===== src/design/sswd_defs.svh =====
`ifndef SSWD_DEFS_SVH
`define SSWD_DEFS_SVH

// ----------------------------------------------------------------------------
// clock and timebase
// ----------------------------------------------------------------------------
`define SSWD_CLK_PERIOD_NS  20
`define SSWD_MS_IN_NS       1000000
`define SSWD_TICK_CYCLES    (`SSWD_MS_IN_NS / `SSWD_CLK_PERIOD_NS)
`define SSWD_TICK_W         16
`define SSWD_MS_W           11

// ----------------------------------------------------------------------------
// manual reset filter, in ms
// ----------------------------------------------------------------------------
`define SSWD_PB_IGNORE_MS   1
`define SSWD_PB_GUARANTEE_MS 20
`define SSWD_PB_DEBOUNCE_MS 10

// ----------------------------------------------------------------------------
// watchdog and reset periods, in ms
// ----------------------------------------------------------------------------
`define SSWD_WD_GND_MS      150
`define SSWD_WD_OPEN_MS     600
`define SSWD_WD_VCC_MS      1200
`define SSWD_RST_MIN_MS     250
`define SSWD_RST_MS         610
`define SSWD_RST_MAX_MS     1000

// ----------------------------------------------------------------------------
// strobe pulse, in ns and cycles (rounded up)
// ----------------------------------------------------------------------------
`define SSWD_ST_PULSE_NS    75
`define SSWD_ST_PULSE_CYC   ((`SSWD_ST_PULSE_NS + `SSWD_CLK_PERIOD_NS - 1) / `SSWD_CLK_PERIOD_NS)

// ----------------------------------------------------------------------------
// reset values
// ----------------------------------------------------------------------------
// synchronisers start at the pin idle levels: manual reset and strobe high
`define SSWD_SYNC_RST       7'h60
`define SSWD_CNT_RST        11'h000

`endif


===== src/design/sswd_pkg.sv =====
`include "sswd_defs.svh"

package sswd_pkg;

	typedef logic [`SSWD_MS_W-1:0] sswd_ms_t;

	typedef enum logic [1:0] {
		SSWD_TD_GND  = 2'h0,
		SSWD_TD_OPEN = 2'h1,
		SSWD_TD_VCC  = 2'h2,
		SSWD_TD_RSVD = 2'h3
	} sswd_td_e;

	typedef enum logic [2:0] {
		ST_RUN     = 3'b001,
		ST_HOLD    = 3'b010,
		ST_STRETCH = 3'b100
	} sswd_state_e;

	// synchronised pin bundle
	typedef struct packed {
		logic     mr_n;
		logic     strobe_n;
		logic     below_5;
		logic     below_10;
		logic     tol_10;
		sswd_td_e td;
	} sswd_pins_s;

endpackage : sswd_pkg


===== src/design/sswd_timebase.sv =====
`timescale 1ns/100ps
`include "sswd_defs.svh"

module sswd_timebase
	import sswd_pkg::*;
#(
	parameter int TICK_CYCLES = `SSWD_TICK_CYCLES
) (
	input  wire logic mclk_i,
	input  wire logic rst_i,
	output logic      tick_o
);

	localparam logic [`SSWD_TICK_W-1:0] LAST = `SSWD_TICK_W'(TICK_CYCLES - 1);

	logic [`SSWD_TICK_W-1:0] cnt_reg;
	logic [`SSWD_TICK_W-1:0] gap_reg;
	logic                    seen_reg;

	// ------------------------------------------------------------------------
	// one ms tick divider
	// ------------------------------------------------------------------------
	always_ff @(posedge mclk_i) begin
		if (rst_i) begin
			cnt_reg <= '0;
			tick_o  <= 1'b0;
		end else if (cnt_reg == LAST) begin
			cnt_reg <= '0;
			tick_o  <= 1'b1;
		end else begin
			cnt_reg <= cnt_reg + 1'b1;
			tick_o  <= 1'b0;
		end
	end

	// ------------------------------------------------------------------------
	// checks
	// ------------------------------------------------------------------------
	always_ff @(posedge mclk_i) begin
		if (rst_i) begin
			gap_reg  <= '0;
			seen_reg <= 1'b0;
		end else if (tick_o) begin
			gap_reg  <= '0;
			seen_reg <= 1'b1;
		end else begin
			gap_reg <= gap_reg + 1'b1;
		end
	end
endmodule : sswd_timebase


===== src/design/sswd_top.sv =====
`timescale 1ns/100ps
`include "sswd_defs.svh"

// Functional notes
// - manual reset lows shorter than 1 ms never cause a reset.
// - manual reset held low 20 ms or more always causes a reset.
// - manual reset is active low and forces both outputs active.
// - timeout select: ground 150 ms, open 600 ms, supply 1.2 s.
// - watchdog timeouts stay inside 62.5-250, 250-1000, 500-2000 ms.
// - tolerance select picks the 5% (low) or 10% (high) undervoltage flag.
// - active-high reset rises on undervoltage, watchdog expiry or manual reset.
// - active-low reset is always the complement of the active-high reset.
// - after the cause clears, reset stays active one reset period.
// - reset period lies between 250 and 1000 ms, typically 610 ms.
// - no falling strobe within the timeout asserts both resets.
// - any falling strobe edge or 75 ns pulse restarts the watchdog.
// - a watchdog expiry holds both resets for the reset period.

module sswd_top
	import sswd_pkg::*;
#(
	parameter int TICK_CYCLES = `SSWD_TICK_CYCLES
) (
	input  wire logic       mclk_i,
	input  wire logic       rst_i,
	input  wire logic       manual_reset_n_i,
	input  wire logic       watchdog_strobe_n_i,
	input  wire logic [1:0] timeout_select_i,
	input  wire logic       tolerance_select_i,
	input  wire logic       below_5pct_i,
	input  wire logic       below_10pct_i,
	output logic            reset_o,
	output logic            reset_n_o
);

	localparam sswd_ms_t DEB_LAST = `SSWD_MS_W'(`SSWD_PB_DEBOUNCE_MS - 1);
	localparam sswd_ms_t RST_LAST = `SSWD_MS_W'(`SSWD_RST_MS - 1);

	logic [6:0]  sync1_reg;
	logic [6:0]  sync2_reg;
	sswd_pins_s  pins;
	logic        tick;
	logic        strobe_prev_reg;
	logic        strobe_fall;
	logic        supply_low;
	sswd_ms_t    pb_cnt_reg;
	logic        pb_active_reg;
	logic        cause;
	sswd_ms_t    wd_cnt_reg;
	sswd_ms_t    wd_last;
	logic        wd_expire;
	sswd_ms_t    rst_cnt_reg;
	logic        rst_done;
	sswd_state_e state_reg;
	sswd_state_e state_next;

	// ------------------------------------------------------------------------
	// watchdog limit decode
	// ------------------------------------------------------------------------
	function automatic sswd_ms_t wd_limit(input sswd_td_e td);
		case (td)
			SSWD_TD_GND:  wd_limit = `SSWD_MS_W'(`SSWD_WD_GND_MS);
			SSWD_TD_OPEN: wd_limit = `SSWD_MS_W'(`SSWD_WD_OPEN_MS);
			default:      wd_limit = `SSWD_MS_W'(`SSWD_WD_VCC_MS);
		endcase
	endfunction : wd_limit

	// ------------------------------------------------------------------------
	// timebase
	// ------------------------------------------------------------------------
	sswd_timebase #(
		.TICK_CYCLES (TICK_CYCLES)
	) u_timebase (
		.mclk_i (mclk_i),
		.rst_i  (rst_i),
		.tick_o (tick)
	);

	// ------------------------------------------------------------------------
	// pin synchronisers
	// ------------------------------------------------------------------------
	always_ff @(posedge mclk_i) begin
		if (rst_i) begin
			sync1_reg <= `SSWD_SYNC_RST;
			sync2_reg <= `SSWD_SYNC_RST;
		end else begin
			sync1_reg <= {manual_reset_n_i, watchdog_strobe_n_i, below_5pct_i, below_10pct_i,
				tolerance_select_i, timeout_select_i};
			sync2_reg <= sync1_reg;
		end
	end

	assign pins       = sswd_pins_s'(sync2_reg);
	assign supply_low = pins.tol_10 ? pins.below_10 : pins.below_5;
	assign wd_last    = wd_limit(pins.td) - 1'b1;

	// ------------------------------------------------------------------------
	// strobe edge detect
	// ------------------------------------------------------------------------
	always_ff @(posedge mclk_i) begin
		if (rst_i) begin
			// idle level, so no false edge follows reset
			strobe_prev_reg <= 1'b1;
		end else begin
			strobe_prev_reg <= pins.strobe_n;
		end
	end

	assign strobe_fall = strobe_prev_reg && !pins.strobe_n;

	// ------------------------------------------------------------------------
	// manual reset debounce
	// ------------------------------------------------------------------------
	always_ff @(posedge mclk_i) begin
		if (rst_i) begin
			pb_cnt_reg    <= `SSWD_CNT_RST;
			pb_active_reg <= 1'b0;
		end else if (pins.mr_n) begin
			pb_cnt_reg    <= `SSWD_CNT_RST;
			pb_active_reg <= 1'b0;
		end else if (tick && !pb_active_reg) begin
			if (pb_cnt_reg == DEB_LAST) begin
				pb_active_reg <= 1'b1;
			end else begin
				pb_cnt_reg <= pb_cnt_reg + 1'b1;
			end
		end
	end

	assign cause = supply_low || pb_active_reg;

	// ------------------------------------------------------------------------
	// watchdog counter
	// ------------------------------------------------------------------------
	assign wd_expire = (state_reg == ST_RUN) && tick && !strobe_fall && (wd_cnt_reg == wd_last);

	always_ff @(posedge mclk_i) begin
		if (rst_i) begin
			wd_cnt_reg <= `SSWD_CNT_RST;
		end else if (state_reg != ST_RUN || strobe_fall) begin
			wd_cnt_reg <= `SSWD_CNT_RST;
		end else if (tick) begin
			wd_cnt_reg <= wd_cnt_reg + 1'b1;
		end
	end

	// ------------------------------------------------------------------------
	// reset period counter
	// ------------------------------------------------------------------------
	assign rst_done = (state_reg == ST_STRETCH) && tick && (rst_cnt_reg == RST_LAST);

	always_ff @(posedge mclk_i) begin
		if (rst_i) begin
			rst_cnt_reg <= `SSWD_CNT_RST;
		end else if (state_reg != ST_STRETCH) begin
			rst_cnt_reg <= `SSWD_CNT_RST;
		end else if (tick) begin
			rst_cnt_reg <= rst_cnt_reg + 1'b1;
		end
	end

	// ------------------------------------------------------------------------
	// reset sequencer
	// ------------------------------------------------------------------------
	always_comb begin
		state_next = state_reg;
		case (state_reg)
			ST_RUN: begin
				if (cause) begin
					state_next = ST_HOLD;
				end else if (wd_expire) begin
					state_next = ST_STRETCH;
				end
			end
			ST_HOLD: begin
				if (!cause) begin
					state_next = ST_STRETCH;
				end
			end
			ST_STRETCH: begin
				if (cause) begin
					state_next = ST_HOLD;
				end else if (rst_done) begin
					state_next = ST_RUN;
				end
			end
			default: begin
				state_next = ST_HOLD;
			end
		endcase
	end

	always_ff @(posedge mclk_i) begin
		if (rst_i) begin
			state_reg <= ST_STRETCH;
		end else begin
			state_reg <= state_next;
		end
	end

	always_ff @(posedge mclk_i) begin
		if (rst_i) begin
			reset_o   <= 1'b1;
			reset_n_o <= 1'b0;
		end else begin
			reset_o   <= (state_next != ST_RUN);
			reset_n_o <= (state_next == ST_RUN);
		end
	end
endmodule : sswd_top


===== config.mk =====
export PLATFORM = sky130hd
export DESIGN_NAME = sswd_top
export DESIGN_NICKNAME = d
export VERILOG_FILES = /design/src/design/sswd_pkg.sv /design/src/design/sswd_timebase.sv /design/src/design/sswd_top.sv
export VERILOG_INCLUDE_DIRS = /design/src /design/src/design
export SDC_FILE = /design/constraint.sdc
export NUM_CORES = 1
export LEC_CHECK = 0
export ABC_CLOCK_PERIOD_IN_PS = 2070
export BUFFER_PORTS_ARGS = -buffer_cell sky130_fd_sc_hd__buf_2
export CAP_MARGIN = 20
export CORE_MARGIN = 1.5
export CORE_UTILIZATION = 60
export CTS_BUF_LIST = sky130_fd_sc_hd__clkbuf_16
export DETAILED_ROUTE_END_ITERATION = 10
export MAX_ROUTING_LAYER = met4
export PLACE_DENSITY = 0.75
export SYNTH_ARGS = -nofsm -noshare
export SYNTH_HDL_FRONTEND = slang
export SYNTH_SLANG_ARGS = --single-unit

===== constraint.sdc =====
create_clock -name mclk_i -period 2.07 [get_ports mclk_i]
set_input_delay 0.621 -clock mclk_i [delete_from_list [all_inputs] [get_ports mclk_i]]
set_output_delay 0.621 -clock mclk_i [all_outputs]
set_load 0.05 [all_outputs]

==> impl_metrics.py <==
metrics = {
    "clocking": {
        "htree_levels": 3,
        "cts_made_buffers": 9,
        "hold_buffers": 0,
        "cts_buffer_depth": 2,
        "cts_tree": "done",
        "clock_latency_ns": 0.32,
        "clock-sinks": 71,
        "clkTransAtPathRegs_ns": 0.06,
        "cts_root_buffer": "clkbuf_16",
    },
    "setup_path": {
        "end_kind": "flip-flop",
        "worstRegToRegCells": 6,
        "required_ns": 2.29,
        "rr_startpoint": "pins[1]$_SDFF_PP0_",
        "reg2reg_slack_ns": 0.12,
        "r2r_end": "reset_n_o$_SDFF_PP0_",
        "crit_buf_inv": 0,
        "cp_max_fo": 5,
        "critPathSlowestCell": "dfxtp_1",
        "critical_path_class": "flip-flop to flip-flop",
        "setup.worst_path.start_class": "flip-flop",
        "cpPeakStageDelay_ns": 0.33,
        "crit_arrival_ns": 2.17,
        "path_delay_family": "simple AND/OR/NAND/NOR gates",
        "crit_path_start": "pins[1]$_SDFF_PP0_",
        "worstPathCellList": "or2_2, ha_1, xnor2_1, nor4b_2, nand4_1, a31o_2",
    },
    "drt": {
        "wl_um": 5400,
        "drc_errors": 0,
        "dr.pass1.iters": 4,
        "detail_route.wl_per_cell_um": 12.9,
        "vias": 2262,
        "drt-initial-drc-count": 131,
        "detail-route-antenna-nets": 0,
        "vias_per_cell": 5.39,
    },
    "global_routing": {
        "grt_util_met2": 0.391,
        "grt.met3_usage": 0.0894,
        "grt-ovfl-total": 0,
        "antenna_found_initial": 0,
        "grtUsageMet1": 0.244,
        "grt_pass1_vias": 2164,
        "grt_max_degree": 24,
        "grt_first_pass_wirelength_um": 9180,
        "grt_use_total": 0.230,
        "grt_busiest_layer": "met2",
    },
    "sta": {
        "period_minus_slack_ns": 1.95,
        "setup_viol": 0,
        "worstMarginPinSlew_ns": 0.448,
        "slew_viol_final": 0,
        "fin_setup_tns_ns": 0,
        "max_freq_mhz": 513,
        "grt_setup_unrepaired": "false",
        "max-slew-margin-rel": 0.701,
        "fin_skew_ns": 0.00390,
        "finalCritPeriodShare": 0.942,
        "final-hold-violation-count": 0,
    },
    "synth": {
        "synth_area_leader_cell": "dfxtp_1",
        "synth.distinct_cells": 39,
        "synth.net_count": 349,
        "netlist_top_cells_area": "dfxtp_1, xnor2_1, nor2_1, xor2_1, ha_1",
        "synth_seq_cells": 71,
        "ys.flop_type": "dfxtp_1",
        "synth_top_area_frac": 0.470,
        "synth_edf_count": 0,
        "async_flop_share": 0,
        "syn-cell-area_um2": 3020,
        "ys_warn_count": 0,
        "yosysSeqAreaShare": 0.470,
        "avgSynthCellArea_um2": 9.11,
        "netlist_instances": 332,
    },
    "finish": {
        "fin_nets": 365,
        "final_util": 0.728,
        "largest_reg_flops": 16,
        "diodes": 0,
        "syn_to_final_growth_pct": 15.3,
        "drive_gt1_frac": 0.130,
    },
    "die": {
        "die_x_um": 74.0,
        "core-area_um2": 4790,
        "floorplan.io_pins": 11,
        "initial_core_util": 0.632,
        "fp.dieArea_um2": 5470,
        "die_h_um": 74.0,
        "rows": 25,
    },
    "power_and_ir_drop": {
        "internal_power_uw": 2510,
        "p_sw_frac": 0.208,
        "pwr-share-seq": 0.448,
        "power.switching_uw": 660,
        "combPwrFrac": 0.038,
        "powerDensity_nw_per_um2": 911,
        "ir_drop_mv": 0.756,
        "p_leak_uw": 0.00118,
        "power_frac_clock": 0.514,
    },
    "min_path": {
        "hold_path_end": "pins[5]$_SDFF_PP1_",
        "hp-start": "sync1_reg[5]$_SDFF_PP1_",
        "hp-class": "flip-flop to flip-flop",
        "holdPathStages": 1,
    },
    "placement": {
        "place.gp.congestion": 0.812,
        "dp_hpwl_um": 3690,
        "port_buffers": 10,
    },
    "status": {
        "status": "complete, no violations",
    },
    "run": {
        "drv_cap": 0,
    },
}
[power groups by stage]
stage | sequential, µW | combinational, µW | clock (µW)
after floorplan | 1440 | 91.9 | 0
after global placement | 1450 | 120 | 0
after detailed placement | 1450 | 121 | 0
after CTS | 1420 | 122 | 1660
after global routing | 1420 | 138 | 1720
final | 1420 | 122 | 1630
[repair_timing]
action / in CTS / in global routing
pin swaps: 1 / 4
setup endpoints to repair: 2 / 3
setup buffers: 1 / 0
resized for setup: 0 / 1
[worst register-to-register path, stage by stage (launching register included)]
cell and delay [ns]:
dfxtp_1 0.33, or2_2 0.32, ha_1 0.31, xnor2_1 0.14, nor4b_2 0.24, nand4_1 0.21
a31o_2 0.29
[layout by cell type (no fill, tap or decap), drive strengths merged, types with 2 or more instances in the layout]
cell type / instances
nand2b: 6
and4: 4
or2: 8
a31oi: 2
nor3b: 3
xnor2: 24
nor2b: 13
dfxtp: 71
a31o: 3
nand3b: 2
a21oi: 9
nor2: 49
nor3: 6
buf: 16
clkinvlp: 2
or3: 9
nor4: 10
xor2: 17
bufinv: 2
a211oi: 3
ha: 8
nand2: 14
and3: 3
inv: 17
and4b: 2
nor4b: 2
o21ai: 7
nand4: 12
nand3: 12
clkbuf: 9
[layer usage]
metal	up-vias	routed length (µm)
li1	1166	-
met1	1056	2390
met2	31	2760
met3	9	177
met4	0	78
met5	-	0
[logic make-up (layout without fill, tap and decap cells)]
kind of cell,Yosys count,after routing,synth area share
flip-flops,71,71,0.470
buffers and inverters,25,46,0.0323
XOR/XNOR,41,41,0.119
adder cells (fa/ha/maj),8,8,0.0331
AO/OA/AOI/OAI,28,28,0.0596
AND/OR/NAND/NOR,158,158,0.283
multiplexers,1,1,0.00331
[stage by stage]
step | hold slack (ns) | area (µm²) | std cells | power [µW] | setup slack [ns]
floorplan | 0.389 | 3020 | 332 | 1530 | 0.205
finish | 0.418 | 3480 | 420 | 3170 | 0.119
CTS | 0.423 | 3480 | 420 | 3200 | 0.00439
global route | 0.430 | 3480 | 420 | 3280 | 0.0424
detailed placement | 0.407 | 3150 | 403 | 1570 | 0.000216
global placement | 0.392 | 3150 | 403 | 1570 | 0.129
[synth_stat cells, types with 3 or more instances]
cell type / n
nand4_1: 12
nand3_1: 12
clkbuf_1: 7
nand2_1: 14
o21ai_0: 7
nor3b_1: 3
nor2_1: 49
ha_1: 8
inv_1: 14
a31o_2: 3
xor2_1: 17
or2_2: 8
nor2b_1: 13
xnor2_1: 24
and4_1: 4
nor4_1: 9
a21oi_1: 9
or3_1: 9
nor3_1: 6
nand2b_1: 6
dfxtp_1: 71
buf_2: 3
a211oi_1: 3
[worst max path at each step]
| stage | to | slack [ns] | cells past startpoint |
|---|---|---|---|
| 4_1_cts | reset_n_o$_SDFF_PP0_ | 0.004 | 6 |
| 3_5_place_dp | reset_n_o$_SDFF_PP0_ | 0.0002 | 6 |
| 6_report | reset_n_o$_SDFF_PP0_ | 0.12 | 6 |
| 2_1_floorplan | reset_n_o$_SDFF_PP0_ | 0.20 | 6 |
| 5_1_grt | reset_n_o$_SDFF_PP0_ | 0.04 | 6 |
| 3_3_place_gp | reset_n_o$_SDFF_PP0_ | 0.13 | 6 |
[cell type report]
cell class,instances,area (µm²)
fill,371,1300
clock inverter,7,96.3
inverter,14,52.6
sequential,71,1420
clock buffer,9,225
timing repair buffer,16,95.1
multi-input combinational,236,1510
tap,67,83.8
(Power assumes the default switching activity.)
